## src/rtl/sfs_params.svh

```systemverilog
/*
  Constants of the serial flash front end: array geometry, address
  layout, frame layout and idle values.
  Assumes it is included by bare name from rtl/ sources.
*/
`ifndef SFS_PARAMS_SVH
`define SFS_PARAMS_SVH
`define SFS_ADDR_W       24
`define SFS_ARRAY_BYTES  4194304
`define SFS_BLOCKS       64
`define SFS_SECTORS      1024
`define SFS_PAGES        16384
`define SFS_PAGE_BYTES   9'h100
`define SFS_SECTOR_MASK  24'hFFF000
`define SFS_BLOCK_MASK   24'hFF0000
`define SFS_CHIP_BASE    24'h000000
`define SFS_ADDR_FIRST   10'h001
`define SFS_ADDR_LAST    10'h003
`define SFS_DATA_FIRST   10'h004
`define SFS_BYTE_MAX     10'h3FF
`define SFS_IDLE_BYTE    8'hFF
`define SFS_BIT_LAST     3'h7
`define SFS_BP_ALL       4'h7
`endif

```

## src/rtl/sfs_pkg.sv

```systemverilog
/*
  Types of the serial flash front end: lane modes, frame states,
  erase sizes and the address and receive carriers.
  Assumes nothing beyond a SystemVerilog compiler.
*/
package sfs_pkg;
  // Lines in use per transfer
  typedef enum logic [1:0] {SFS_LANE_SINGLE, SFS_LANE_DUAL, SFS_LANE_QUAD} sfs_lane_e;
  // Frame states
  typedef enum logic [1:0] {SFS_ST_WAIT_HIGH, SFS_ST_IDLE, SFS_ST_ACTIVE} sfs_state_e;
  // Erase sizes; there is no page erase
  typedef enum logic [1:0] {SFS_ER_SECTOR, SFS_ER_BLOCK, SFS_ER_CHIP} sfs_erase_e;
  // Linear byte address split into array units
  typedef struct packed {
    logic [5:0] block;
    logic [3:0] sector;
    logic [3:0] page;
    logic [7:0] offset;
  } sfs_addr_s;
  // Received byte with its place in the frame
  typedef struct packed {
    logic       first;
    logic [7:0] data;
  } sfs_rx_s;
endpackage

```

## src/rtl/sfs_sync.sv

```systemverilog
/*
  Two-stage synchroniser for a group of pin levels.
  Assumes inputs are asynchronous to clk_sys_i.
*/
`timescale 1ns/100ps
`default_nettype none
module sfs_sync #(
  parameter int W = 1
) (
  // Clock and reset
  input  wire logic         clk_sys_i,
  input  wire logic         reset_n_i,
  // Levels
  input  wire logic [W-1:0] async_i,
  output var  logic [W-1:0] sync_o
);
  logic [W-1:0] meta;

  // First stage feeds only the second; both reset low, so a select pin held
  // low through reset never looks like a high, and a low clock shows no edge
  always_ff @(posedge clk_sys_i or negedge reset_n_i) begin
    if (!reset_n_i) begin
      meta   <= '0;
      sync_o <= '0;
    end else begin
      meta   <= async_i;
      sync_o <= meta;
    end
  end
endmodule
`default_nettype wire

```

## src/rtl/sfs_buf2.sv

```systemverilog
/*
  Two-entry buffer with valid and ready on both sides; the head entry
  and both flags come straight from flip-flops.
  Assumes source and sink share clk_sys_i.
*/
`timescale 1ns/100ps
`default_nettype none
module sfs_buf2 #(
  parameter int W = 9
) (
  // Clock and reset
  input  wire logic         clk_sys_i,
  input  wire logic         reset_n_i,
  // Filling side
  input  wire logic         in_valid_i,
  input  wire logic [W-1:0] in_data_i,
  output var  logic         in_ready_o,
  // Draining side
  output var  logic         out_valid_o,
  output var  logic [W-1:0] out_data_o,
  input  wire logic         out_ready_i
);
  logic         v1, next_v0, next_v1;
  logic [W-1:0] d1, next_d0, next_d1;
  logic         push, pop;

  // Next entries: head shifts forward on pop
  always_comb begin
    push    = in_valid_i && !v1;
    pop     = out_valid_o && out_ready_i;
    next_v0 = out_valid_o;
    next_v1 = v1;
    next_d0 = out_data_o;
    next_d1 = d1;
    if (pop) begin
      if (v1) begin
        next_d0 = d1;
        next_v1 = push;
        if (push) next_d1 = in_data_i;
      end else begin
        next_v0 = push;
        if (push) next_d0 = in_data_i;
      end
    end else if (push) begin
      if (!out_valid_o) begin
        next_v0 = 1'b1;
        next_d0 = in_data_i;
      end else begin
        next_v1 = 1'b1;
        next_d1 = in_data_i;
      end
    end
  end

  // Entry registers
  always_ff @(posedge clk_sys_i or negedge reset_n_i) begin
    if (!reset_n_i) begin
      out_valid_o <= 1'b0;
      v1          <= 1'b0;
      out_data_o  <= '0;
      d1          <= '0;
    end else begin
      out_valid_o <= next_v0;
      v1          <= next_v1;
      out_data_o  <= next_d0;
      d1          <= next_d1;
    end
  end

  assign in_ready_o = !v1;
endmodule
`default_nettype wire

```

## src/rtl/sfs_front_end.sv

```systemverilog
/*
  Serial flash front end, device side: samples the serial clock,
  chip select and four I/O lines, shifts bytes in and out in single,
  dual or quad lanes, handles pause and write protect and splits the
  frame address into array units.
  Assumes the flash core picks the lane mode and direction per frame
  and serves bytes on tx_data_i; pins are asynchronous to clk_sys_i,
  whose rate is well above the serial clock.
*/
`timescale 1ns/100ps
`default_nettype none
`include "sfs_params.svh"
module sfs_front_end (
  // Clock and reset
  input  wire logic               clk_sys_i,
  input  wire logic               reset_n_i,
  // Serial pins
  input  wire logic               spi_clk_i,
  input  wire logic               chip_sel_n_i,
  input  wire logic               io_line_0_i,
  input  wire logic               io_line_1_i,
  input  wire logic               io_line_2_i,
  input  wire logic               io_line_3_i,
  output var  logic               io_line_0_o,
  output var  logic               io_line_1_o,
  output var  logic               io_line_2_o,
  output var  logic               io_line_3_o,
  output var  logic               io_line_0_oe_n_o,
  output var  logic               io_line_1_oe_n_o,
  output var  logic               io_line_2_oe_n_o,
  output var  logic               io_line_3_oe_n_o,
  // Core control
  input  wire sfs_pkg::sfs_lane_e lane_mode_i,
  input  wire logic               drive_out_i,
  input  wire logic               internal_busy_i,
  input  wire logic               status_lock_bit_i,
  input  wire logic [3:0]         protect_range_bits_i,
  input  wire sfs_pkg::sfs_erase_e erase_kind_i,
  input  wire logic [7:0]         old_byte_i,
  // Received bytes
  output var  logic               rx_valid_o,
  output var  sfs_pkg::sfs_rx_s   rx_o,
  input  wire logic               rx_ready_i,
  output var  logic               rx_overrun_o,
  // Bytes to send
  input  wire logic               tx_valid_i,
  input  wire logic [7:0]         tx_data_i,
  output var  logic               tx_ack_o,
  // Status to the core
  output var  logic               selected_o,
  output var  logic               cycle_busy_o,
  output var  sfs_pkg::sfs_addr_s addr_o,
  output var  logic               addr_valid_o,
  output var  logic               addr_protected_o,
  output var  logic               status_write_block_o,
  output var  logic [8:0]         prog_count_o,
  output var  logic               prog_over_o,
  output var  logic [7:0]         prog_byte_o,
  output var  logic [23:0]        erase_base_o
);
  import sfs_pkg::*;

  logic [5:0] pins_s;
  logic       sclk_s, cs_n_s, sclk_prev;
  logic [3:0] io_s;
  logic       rise, fall, hold_act, quad;
  sfs_state_e state, next_state;

  // Pins pass two flip-flops before use
  sfs_sync #(.W(6)) u_sync (
    .clk_sys_i (clk_sys_i),
    .reset_n_i (reset_n_i),
    .async_i   ({spi_clk_i, chip_sel_n_i, io_line_3_i, io_line_2_i,
                 io_line_1_i, io_line_0_i}),
    .sync_o    (pins_s)
  );

  // Edges and pin roles
  assign sclk_s   = pins_s[5];
  assign cs_n_s   = pins_s[4];
  assign io_s     = pins_s[3:0];
  assign quad     = (lane_mode_i == SFS_LANE_QUAD);
  assign hold_act = !cs_n_s && !io_s[3] && !quad;
  // Idle level of the clock is not looked at, so mode 0 and 3 both work
  assign rise     = sclk_s && !sclk_prev && !hold_act;
  assign fall     = !sclk_s && sclk_prev && !hold_act;

  // Frame state: wait for a high select after power-up
  always_comb begin
    next_state = state;
    unique case (state)
      SFS_ST_WAIT_HIGH: if (cs_n_s) next_state = SFS_ST_IDLE;
      SFS_ST_IDLE:      if (!cs_n_s) next_state = SFS_ST_ACTIVE;
      SFS_ST_ACTIVE:    if (cs_n_s) next_state = SFS_ST_IDLE;
    endcase
  end

  always_ff @(posedge clk_sys_i or negedge reset_n_i) begin
    if (!reset_n_i) begin
      state     <= SFS_ST_WAIT_HIGH;
      sclk_prev <= 1'b0;
    end else begin
      state     <= next_state;
      sclk_prev <= sclk_s;
    end
  end

  logic       active;
  logic [2:0] bit_cnt, next_bit_cnt, tx_cnt, next_tx_cnt, step;
  logic [7:0] rx_sh, next_rx_sh, tx_sh, next_tx_sh, rx_byte;
  logic [9:0] byte_cnt, next_byte_cnt;
  logic       rx_push, buf_ready, next_overrun, next_ack;

  assign active = (state == SFS_ST_ACTIVE) && !cs_n_s;
  assign step   = (lane_mode_i == SFS_LANE_QUAD) ? 3'h4 :
                  (lane_mode_i == SFS_LANE_DUAL) ? 3'h2 : 3'h1;

  // Shift in on rising edges, out on falling edges
  always_comb begin
    next_rx_sh    = rx_sh;
    next_bit_cnt  = bit_cnt;
    next_byte_cnt = byte_cnt;
    next_tx_sh    = tx_sh;
    next_tx_cnt   = tx_cnt;
    next_ack      = 1'b0;
    next_overrun  = rx_overrun_o;
    rx_push       = 1'b0;
    rx_byte       = rx_sh;
    if (!active) begin
      next_bit_cnt  = '0;
      next_byte_cnt = '0;
      next_tx_cnt   = '0;
      next_overrun  = 1'b0;
    end else begin
      if (rise && !drive_out_i) begin
        unique case (lane_mode_i)
          SFS_LANE_SINGLE: next_rx_sh = {rx_sh[6:0], io_s[0]};
          SFS_LANE_DUAL:   next_rx_sh = {rx_sh[5:0], io_s[1:0]};
          default:         next_rx_sh = {rx_sh[3:0], io_s};
        endcase
        next_bit_cnt = bit_cnt + step;
        if (bit_cnt + step == 3'h0) begin
          rx_push = 1'b1;
          rx_byte = next_rx_sh;
          if (!buf_ready) next_overrun = 1'b1;
          if (byte_cnt != `SFS_BYTE_MAX) next_byte_cnt = byte_cnt + 10'h001;
        end
      end
      if (fall && drive_out_i) begin
        if (tx_cnt == 3'h0) begin
          next_tx_sh = tx_valid_i ? tx_data_i : `SFS_IDLE_BYTE;
          next_ack   = tx_valid_i;
        end else begin
          next_tx_sh = tx_sh << step;
        end
        next_tx_cnt = tx_cnt + step;
      end
    end
  end

  always_ff @(posedge clk_sys_i or negedge reset_n_i) begin
    if (!reset_n_i) begin
      rx_sh        <= '0;
      bit_cnt      <= '0;
      byte_cnt     <= '0;
      tx_sh        <= `SFS_IDLE_BYTE;
      tx_cnt       <= '0;
      tx_ack_o     <= 1'b0;
      rx_overrun_o <= 1'b0;
    end else begin
      rx_sh        <= next_rx_sh;
      bit_cnt      <= next_bit_cnt;
      byte_cnt     <= next_byte_cnt;
      tx_sh        <= next_tx_sh;
      tx_cnt       <= next_tx_cnt;
      tx_ack_o     <= next_ack;
      rx_overrun_o <= next_overrun;
    end
  end

  // Received bytes wait here until the core takes them
  sfs_buf2 #(.W(9)) u_rx_buf (
    .clk_sys_i   (clk_sys_i),
    .reset_n_i   (reset_n_i),
    .in_valid_i  (rx_push),
    .in_data_i   ({byte_cnt == 10'h000, rx_byte}),
    .in_ready_o  (buf_ready),
    .out_valid_o (rx_valid_o),
    .out_data_o  (rx_o),
    .out_ready_i (rx_ready_i)
  );

  logic [3:0] next_io, next_oe_n;

  // Output lines: launched from the shift register after a falling edge
  always_comb begin
    next_io   = {io_line_3_o, io_line_2_o, io_line_1_o, io_line_0_o};
    next_oe_n = 4'hF;
    if (active && !hold_act && drive_out_i) begin
      unique case (lane_mode_i)
        SFS_LANE_SINGLE: begin
          next_oe_n = 4'hD;
          next_io[1] = next_tx_sh[7];
        end
        SFS_LANE_DUAL: begin
          next_oe_n = 4'hC;
          next_io[1:0] = next_tx_sh[7:6];
        end
        default: begin
          next_oe_n = 4'h0;
          next_io = next_tx_sh[7:4];
        end
      endcase
    end
  end

  always_ff @(posedge clk_sys_i or negedge reset_n_i) begin
    if (!reset_n_i) begin
      {io_line_3_o, io_line_2_o, io_line_1_o, io_line_0_o} <= 4'hF;
      {io_line_3_oe_n_o, io_line_2_oe_n_o,
       io_line_1_oe_n_o, io_line_0_oe_n_o}                 <= 4'hF;
    end else begin
      {io_line_3_o, io_line_2_o, io_line_1_o, io_line_0_o} <= next_io;
      {io_line_3_oe_n_o, io_line_2_oe_n_o,
       io_line_1_oe_n_o, io_line_0_oe_n_o}                 <= next_oe_n;
    end
  end

  logic [23:0] addr_lin, next_addr;
  logic [8:0]  next_prog;
  logic        wp_low, next_prot, next_addr_valid;
  logic [6:0]  prot_blocks;

  // Address bytes after the instruction, then the program count
  always_comb begin
    next_addr       = addr_lin;
    next_addr_valid = addr_valid_o;
    next_prog       = prog_count_o;
    if (!active) begin
      next_addr_valid = 1'b0;
      next_prog       = '0;
    end else if (rx_push) begin
      if (byte_cnt >= `SFS_ADDR_FIRST && byte_cnt <= `SFS_ADDR_LAST)
        next_addr = {addr_lin[15:0], rx_byte};
      if (byte_cnt == `SFS_ADDR_LAST) next_addr_valid = 1'b1;
      if (byte_cnt >= `SFS_DATA_FIRST && prog_count_o != `SFS_PAGE_BYTES)
        next_prog = prog_count_o + 9'h001;
    end
  end

  // Write protect pin only counts outside quad mode
  assign wp_low      = !io_s[2] && !quad;
  assign prot_blocks = (protect_range_bits_i >= `SFS_BP_ALL) ? 7'h40 :
                       (protect_range_bits_i == 4'h0) ? 7'h00 :
                       7'(7'h01 << (protect_range_bits_i - 4'h1));
  assign next_prot   = {1'b0, addr_lin[21:16]} >= (7'h40 - prot_blocks);

  // Registered status to the core
  always_ff @(posedge clk_sys_i or negedge reset_n_i) begin
    if (!reset_n_i) begin
      addr_lin             <= '0;
      addr_valid_o         <= 1'b0;
      prog_count_o         <= '0;
      prog_over_o          <= 1'b0;
      addr_protected_o     <= 1'b0;
      status_write_block_o <= 1'b0;
      selected_o           <= 1'b0;
      cycle_busy_o         <= 1'b0;
      prog_byte_o          <= `SFS_IDLE_BYTE;
      erase_base_o         <= `SFS_CHIP_BASE;
    end else begin
      addr_lin             <= next_addr;
      addr_valid_o         <= next_addr_valid;
      prog_count_o         <= next_prog;
      prog_over_o          <= active && rx_push && byte_cnt >= `SFS_DATA_FIRST
                              && prog_count_o == `SFS_PAGE_BYTES;
      addr_protected_o     <= next_prot && addr_valid_o;
      status_write_block_o <= wp_low && status_lock_bit_i;
      selected_o           <= active;
      cycle_busy_o         <= internal_busy_i;
      prog_byte_o          <= old_byte_i & rx_sh;
      unique case (erase_kind_i)
        SFS_ER_SECTOR: erase_base_o <= addr_lin & `SFS_SECTOR_MASK;
        SFS_ER_BLOCK:  erase_base_o <= addr_lin & `SFS_BLOCK_MASK;
        default:       erase_base_o <= `SFS_CHIP_BASE;
      endcase
    end
  end

  // Upper two address bits lie beyond the array and are dropped on purpose
  assign addr_o = addr_lin[21:0];
endmodule
`default_nettype wire

```

## config.mk

```make
export PLATFORM = sky130hd
export DESIGN_NAME = sfs_front_end
export DESIGN_NICKNAME = d
export VERILOG_FILES = /design/src/rtl/sfs_pkg.sv /design/src/rtl/sfs_sync.sv /design/src/rtl/sfs_buf2.sv /design/src/rtl/sfs_front_end.sv
export VERILOG_INCLUDE_DIRS = /design/src /design/src/rtl
export SDC_FILE = /design/constraint.sdc
export NUM_CORES = 1
export LEC_CHECK = 0
export ABC_AREA = 1
export BUFFER_PORTS_ARGS = -buffer_cell sky130_fd_sc_hd__buf_2
export CORE_MARGIN = 2
export CORE_UTILIZATION = 34
export CTS_BUF_LIST = sky130_fd_sc_hd__clkbuf_4 sky130_fd_sc_hd__clkbuf_8 sky130_fd_sc_hd__clkbuf_16
export CTS_CLUSTER_DIAMETER = 150
export CTS_CLUSTER_SIZE = 25
export DETAILED_ROUTE_END_ITERATION = 8
export HOLD_SLACK_MARGIN = 0.12
export PLACE_DENSITY = 0.67
export SLEW_MARGIN = 20
export SYNTH_ARGS = -nofsm -noshare
export SYNTH_HDL_FRONTEND = slang
export SYNTH_SLANG_ARGS = --single-unit
```

## constraint.sdc

```tcl
create_clock -name clk_sys_i -period 1.9 [get_ports clk_sys_i]
set_input_delay 0.095 -clock clk_sys_i [delete_from_list [all_inputs] [get_ports clk_sys_i]]
set_output_delay 0.095 -clock clk_sys_i [all_outputs]
set_load 0.1 [all_outputs]
```

-- Yosys cells after proc, flatten, opt, wreduce, memory -nomap -nowiden
Index checks and enable logic that the tools add are counted.
- output and inout port bits: 89
- flip-flop bits (word level): 148
- logic and storage cells: 189
- input bits: 37
- mux-type cells: 60
- reduce and logical (&&, ||, !) cells: 56
- equal/unequal tests: 23
- shifts and indexed selects: 2
- bitwise logic cells: 3
- add/sub/neg operators: 6
- order comparisons: 5
- operator list (kind ; number):
    9-bit 2-to-1 mux ; 12
    8-bit 2-to-1 mux ; 7
    24-bit case mux with 2 select lines ; 1
    10-bit 2-to-1 mux ; 4
    1-bit logical AND ; 21
    1-bit 2-to-1 mux ; 21
    2-bit by 1-bit != test with 1-bit output (second input constant) ; 10
    2-bit AND reduction ; 9
    8-bit case mux with 2 select lines ; 1
    3-bit 2-to-1 mux ; 5
    7-bit 2-to-1 mux ; 2
    3-bit AND reduction ; 4
    10-bit by 1-bit adder with 10-bit output (second input constant) ; 1
    10-bit by 2-bit == test with 1-bit output (second input constant) ; 1
    10-bit by 1-bit greater-or-equal comparator with 1-bit output (second input constant) ; 1
    10-bit by 3-bit greater-or-equal comparator with 1-bit output (second input constant) ; 1
    10-bit by 2-bit <= comparator with 1-bit output (second input constant) ; 1
    10-bit logical NOT ; 1
    10-bit != test (second input constant) ; 1
    9-bit by 1-bit adder with 9-bit output (second input constant) ; 1
    9-bit == test (second input constant) ; 1
    1-bit logical NOT ; 9
    9-bit != test (second input constant) ; 1
    8-bit AND ; 1
    other kinds (22) ; 38

-- Logic depth before layout (Yosys ltp)
- word-level depth: 12
- mapped depth: 15
- mapped depth without buffers: 14

-- Hierarchy
From an unflattened synthesis, not the netlist that was laid out.
- cell total of the unflattened synthesis: 828
- area total of the unflattened synthesis: 6989.2 sq um
- modules (own cells, without submodules) (module ; cells each ; instances ; area an instance (sq um)):
    sfs_front_end ; 696 ; 1 ; 5709.2
    sfs_buf2 ; 120 ; 1 ; 979.7
    sfs_sync ; 12 ; 1 ; 300.3

-- Worst setup path before layout
OpenSTA, ideal clock, no wires.
- path type: input -> register
- start point: in lane_mode_i[0]
- end point: reg prog_count_o[3]
- arrival: 2116 ps
- setup time: 120 ps
- path slack: -337 ps
- required time: 1780 ps
- stages on the path: 15
- path buffers: 1
- cells stage by stage: inv_1 > ha_1 > inv_1 > ha_1 > fa_1 > inv_1 > nand2_1 > nor2_4 > buf_6 > and2_4 > nand2_4 > nor2_8 > nor2_4 > nand2_1 > nand2_1
- word-level cells in the longest chain between the ends: 10
- elaborated cells between the ends (all ways): 16
- RTL lines (element ; line ; RTL):
    start, declared ; sfs_front_end.sv:33 ; input wire sfs_pkg::sfs_lane_e lane_mode_i,
    2-bit by 1-bit == test with 1-bit output / 2-bit == test (equally long branches) ; sfs_front_end.sv:116, sfs_front_end.sv:82, sfs_front_end.sv:115 ;
    2-bit 2-to-1 mux / 1-bit logical NOT (equally long branches) ; sfs_front_end.sv:116, sfs_front_end.sv:83 ;
    3-bit 2-to-1 mux / 1-bit logical AND (equally long branches) ; sfs_front_end.sv:115, sfs_front_end.sv:83 ;
    3-bit adder / 1-bit logical NOT (equally long branches) ; sfs_front_end.sv:142, sfs_front_end.sv:85 ;
    3-bit logical NOT / 1-bit logical AND (equally long branches) ; sfs_front_end.sv:142, sfs_front_end.sv:85 ;
    1-bit 2-to-1 mux / 1-bit logical AND (equally long branches) ; sfs_front_end.sv:142, sfs_front_end.sv:135 ;
    1-bit 2-to-1 mux (*) ; sfs_front_end.sv:135 ; if (rise && !drive_out_i) begin
    1-bit 2-to-1 mux (*) ; sfs_front_end.sv:129 ; if (!active) begin
    2-bit by 1-bit != test with 1-bit output (no line) (*) ; -- ;
    2-bit AND reduction (no line) (*) ; -- ;
    end signal, assigned ; sfs_front_end.sv:274 ; prog_count_o <= next_prog;
    end, declared ; sfs_front_end.sv:56 ; output var logic [8:0] prog_count_o,
Mark *: on every way between the ends. The rest lies on a longest branch, timed or not.
A chain may end at the register's enable or synchronous reset.

-- Worst setup path in the final report
- start point: reg bit_cnt[0]
- end point: reg prog_count_o[0]
- word-level cells in the longest chain between the ends: 7
- RTL lines (element ; line ; RTL):
    start, declared ; sfs_front_end.sv:109 ; logic [2:0] bit_cnt, next_bit_cnt, tx_cnt, next_tx_cnt, step;
    start signal, assigned ; sfs_front_end.sv:172 ; bit_cnt <= next_bit_cnt;
    3-bit adder ; sfs_front_end.sv:142 ; if (bit_cnt + step == 3'h0) begin
    3-bit logical NOT ; sfs_front_end.sv:142 ;
    1-bit 2-to-1 mux ; sfs_front_end.sv:142 ;
    1-bit 2-to-1 mux ; sfs_front_end.sv:135 ;
    1-bit 2-to-1 mux ; sfs_front_end.sv:129 ;
    2-bit by 1-bit != test with 1-bit output (no line) ; -- ;
    2-bit AND reduction (no line) ; -- ;
No other way between the ends.

==> impl_metrics.yaml <==
status:
  status: "finished, violations left"
  violations: "setup timing"
power_and_ir_drop:
  p_sw_mw: 2.97
  power.internal_mw: 5.29
  pwr-share-comb_pct: 21.4
  swShare_pct: 36.0
  p_leak_nw: 4.69
  pwr-share-seq_pct: 39.8
  vdd_drop_max_v: 0.000616
  power.density_nw_per_um2: 903
  clock_power_share_pct: 38.8
synth:
  ys_seq_area_share_pct: 49.1
  synthCells: 818
  netlist_area_um2: 6940
  ys.flop_type: "dfrtp_1"
  ys_types: 47
  syn_area_per_cell_um2: 8.49
  synth_edf_count: 0
  synthArstFlopShare_pct: 100
  ys_warn_count: 0
  synth-seq-cells: 135
drt:
  drtIter0Drc: 289
  ant_nets: 0
  drc: 0
  vias: 5879
  drt-pass1-iter-count: 4
  wl_per_cell_um: 13.0
  wl_um: 16600
  vias_per_cell: 4.61
finish:
  diodes: 0
  layout-drive-gt1-share_pct: 32.5
  nNetsFinal: 1048
  syn_to_final_growth_pct: 31.9
  fillCellCount: 1933
  final_cells: 1274
worst_setup_path:
  critPathArrivalTime_ns: 2.39
  path_class: "flop to flop"
  reg2reg_depth: 11
  cpLargestDelayFamily: "simple AND/OR/NAND/NOR gates"
  slowest_delay_ns: 0.44
  cp-start-kind: "flop"
  cp.required_ns: 2.21
  r2r-end: "prog_count_o[0]"
  reg2reg_slack_ns: -0.18
  worstPathCellList: "ha_4 -> fa_1 -> inv_2 -> nand2_2 -> nor2_4 -> and2_4 -> nand2_4 -> nor2_8 -> nor2_4 -> nand2_1 -> nand2_1"
  cp_max_fo: 8
  crit_buf_inv: 1
  slowest_stage: "fa_1"
  end_kind: "flop"
  r2r_start: "bit_cnt[0]"
floorplanning:
  start_util_pct: 34.5
  die_y_um: 147
  rows: 52
  core_area_um2: 20100
  dieArea_um2: 21600
  ios: 126
  die_w_um: 147
job:
  maxCapViolCount: 0
sta:
  finalSetupViolations: 65
  finalSetupTns_ns: -8.25
  relSlewSlack_pct: 60.7
  fin_crit_sh_pct: 109
  worst_slew_pin_slew_ns: 0.589
  fin_crit_ns: 2.08
  finalClockSkew_ns: 0.0102
  max_clock_freq_mhz: 481
  timing.hold.ws_ns: 0.143
  finalHoldViolations: 0
  rsz0062_at_grt: "true"
  setup_ws_ns: -0.180
  finalMaxSlewViolations: 0
place:
  place_inst: 1204
  portBuffers: 113
  dp_hpwl_um: 11600
  globalplace.congestion: 0.861
grt:
  track_usage_pct: 16.0
  grt_pass1_vias: 5706
  overflow: 0
  grt_pass1_wl_um: 27800
  grt_start_max_net_pins: 59
  antenna_found_initial: 0
clock_tree:
  path_clk_slew_ns: 0.06
  cts_root_buf: "clkbuf_16"
  cts_tree: "built"
  h-tree-depth: 4
  cts_sinks: 135
  clock_latency_ns: 0.42
  cts_buffer_depth: 2
  numCtsBuffers: 17
worst_hold_path:
  worstHoldPathCells: 5
  worstHoldPathType: "input port to flop"
  worstHoldEndpoint: "tx_sh[6]"
  hold_path.startpoint: "tx_data_i[6]"
==> registers in the layout, summed over array words and instances, names as in the netlist, 2 cells and up <==
name	flops
byte_cnt	10
state	2
u_rx_buf.out_data_o	9
erase_base_o	12
rx_sh	8
bit_cnt	3
prog_byte_o	8
addr_lin	24
u_sync.meta	6
u_rx_buf.d1	9
tx_cnt	3
u_sync.sync_o	6
tx_sh	8
prog_count_o	9
==> cell usage after synthesis (3+ instances only) <==
cell,instances,area (um2)
a21oi_1,6,30.0
buf_2,5,25.0
buf_4,39,293
buf_6,6,67.6
clkbuf_1,7,26.3
dfrtp_1,112,2800
dfstp_2,23,604
ha_1,18,225
inv_1,87,327
nand2_1,248,931
nand2_2,3,18.8
nand2_4,4,45.0
nand3_1,80,400
nand4_1,14,87.6
nor2_1,47,176
nor2_2,3,18.8
nor2_4,4,45.0
nor3_1,8,40.0
o211ai_1,5,37.5
o21ai_0,45,225
o21ai_2,10,87.6
xor2_1,12,105
==> cells by family after synthesis <==
| logic type | synth area share (%) |
|---|---|
| other | 0.0540 |
| AND/OR/NAND/NOR | 27.5 |
| buffers and inverters | 11.1 |
| adder cells (fa/ha/maj) | 3.82 |
| AO/OA/AOI/OAI | 6.78 |
| flip-flops | 49.1 |
| XOR/XNOR | 1.64 |
==> power by group through the flow <==
stage               clock network, mW  logic, mW  registers, mW
floorplan                           0      0.831           3.84
detailed placement                  0       1.68           3.34
finish                           3.20       1.77           3.29
global placement                    0       1.67           3.34
CTS                              3.27       1.77           3.29
global route                     3.43       1.91           3.31
==> worst register-to-register path, cell delays in order, from the launching register on <==
cell     delay (ns)
dfrtp_1        0.41
ha_4           0.17
fa_1           0.44
inv_2          0.08
nand2_2        0.06
nor2_4         0.16
and2_4         0.23
nand2_4        0.09
nor2_8         0.15
nor2_4         0.08
nand2_1        0.06
nand2_1        0.05
==> timing repair <==
action,4_1_cts,5_1_grt
hold buffers,31,0
hold endpoints to repair,124,0
setup buffers,9,2
setup endpoints to repair,63,65
pin swaps,25,14
gates cloned,2,0
resized for setup,41,36
==> through the flow <==
| step | worst slack (ns) | power, mW | utilization [%] | cell area [um2] |
|---|---|---|---|---|
| after global routing | -0.310 | 8.65 | 45.5 | 9160 |
| after floorplan | -0.158 | 4.67 | - | 7080 |
| after global placement | -0.369 | 5.01 | 39.7 | 7980 |
| final | -0.180 | 8.26 | 45.5 | 9160 |
| after CTS | -0.211 | 8.33 | 45.2 | 9090 |
| after detailed placement | -0.402 | 5.02 | 39.7 | 7980 |
==> final cells by class <==
type,instances,area [um2],share of cell area (%)
flip-flops and latches,135,3410,37.3
multi-input cells,547,3060,33.4
repair buffers,200,1410,15.4
clock buffers,17,425,4.65
inverters,90,365,3.99
well taps,270,338,3.69
clock inverters,15,149,1.63
==> placed cells by master (no fill, tap or decap), drive strengths merged, types with 2 or more instances in the layout <==
cell         count
nand2          256
buf            169
dfrtp          112
inv            100
nand3           81
o21ai           58
nor2            56
dlygate4sd3     31
dfstp           23
ha              18
clkbuf          17
nand4           15
xor2            12
conb            12
nor3            10
a21oi            6
o211ai           5
or2              4
clkinv           3
nand3b           2
fa               2
clkinvlp         2
==> layer usage <==
| metal | track usage (%) | wire length [um] |
|---|---|---|
| met3 | 4.22 | 936 |
| met5 | 0 | 0 |
| met4 | 4.56 | 184 |
| met1 | 21.4 | 7490 |
| met2 | 25.7 | 7970 |
==> how the worst max path moves through the flow <==
stage	start	to	slack [ns]	depth (start not counted)
6_report	bit_cnt[0]	prog_count_o[0]	-0.18	11
5_1_grt	bit_cnt[0]	u_rx_buf.d1[2]	-0.31	11
4_1_cts	bit_cnt[0]	prog_count_o[0]	-0.21	11
3_5_place_dp	lane_mode_i[0]	u_rx_buf.out_data_o[7]	-0.40	14
3_3_place_gp	lane_mode_i[0]	prog_count_o[2]	-0.37	15
2_1_floorplan	lane_mode_i[0]	prog_count_o[2]	-0.16	15
(Power assumes the default switching activity.)
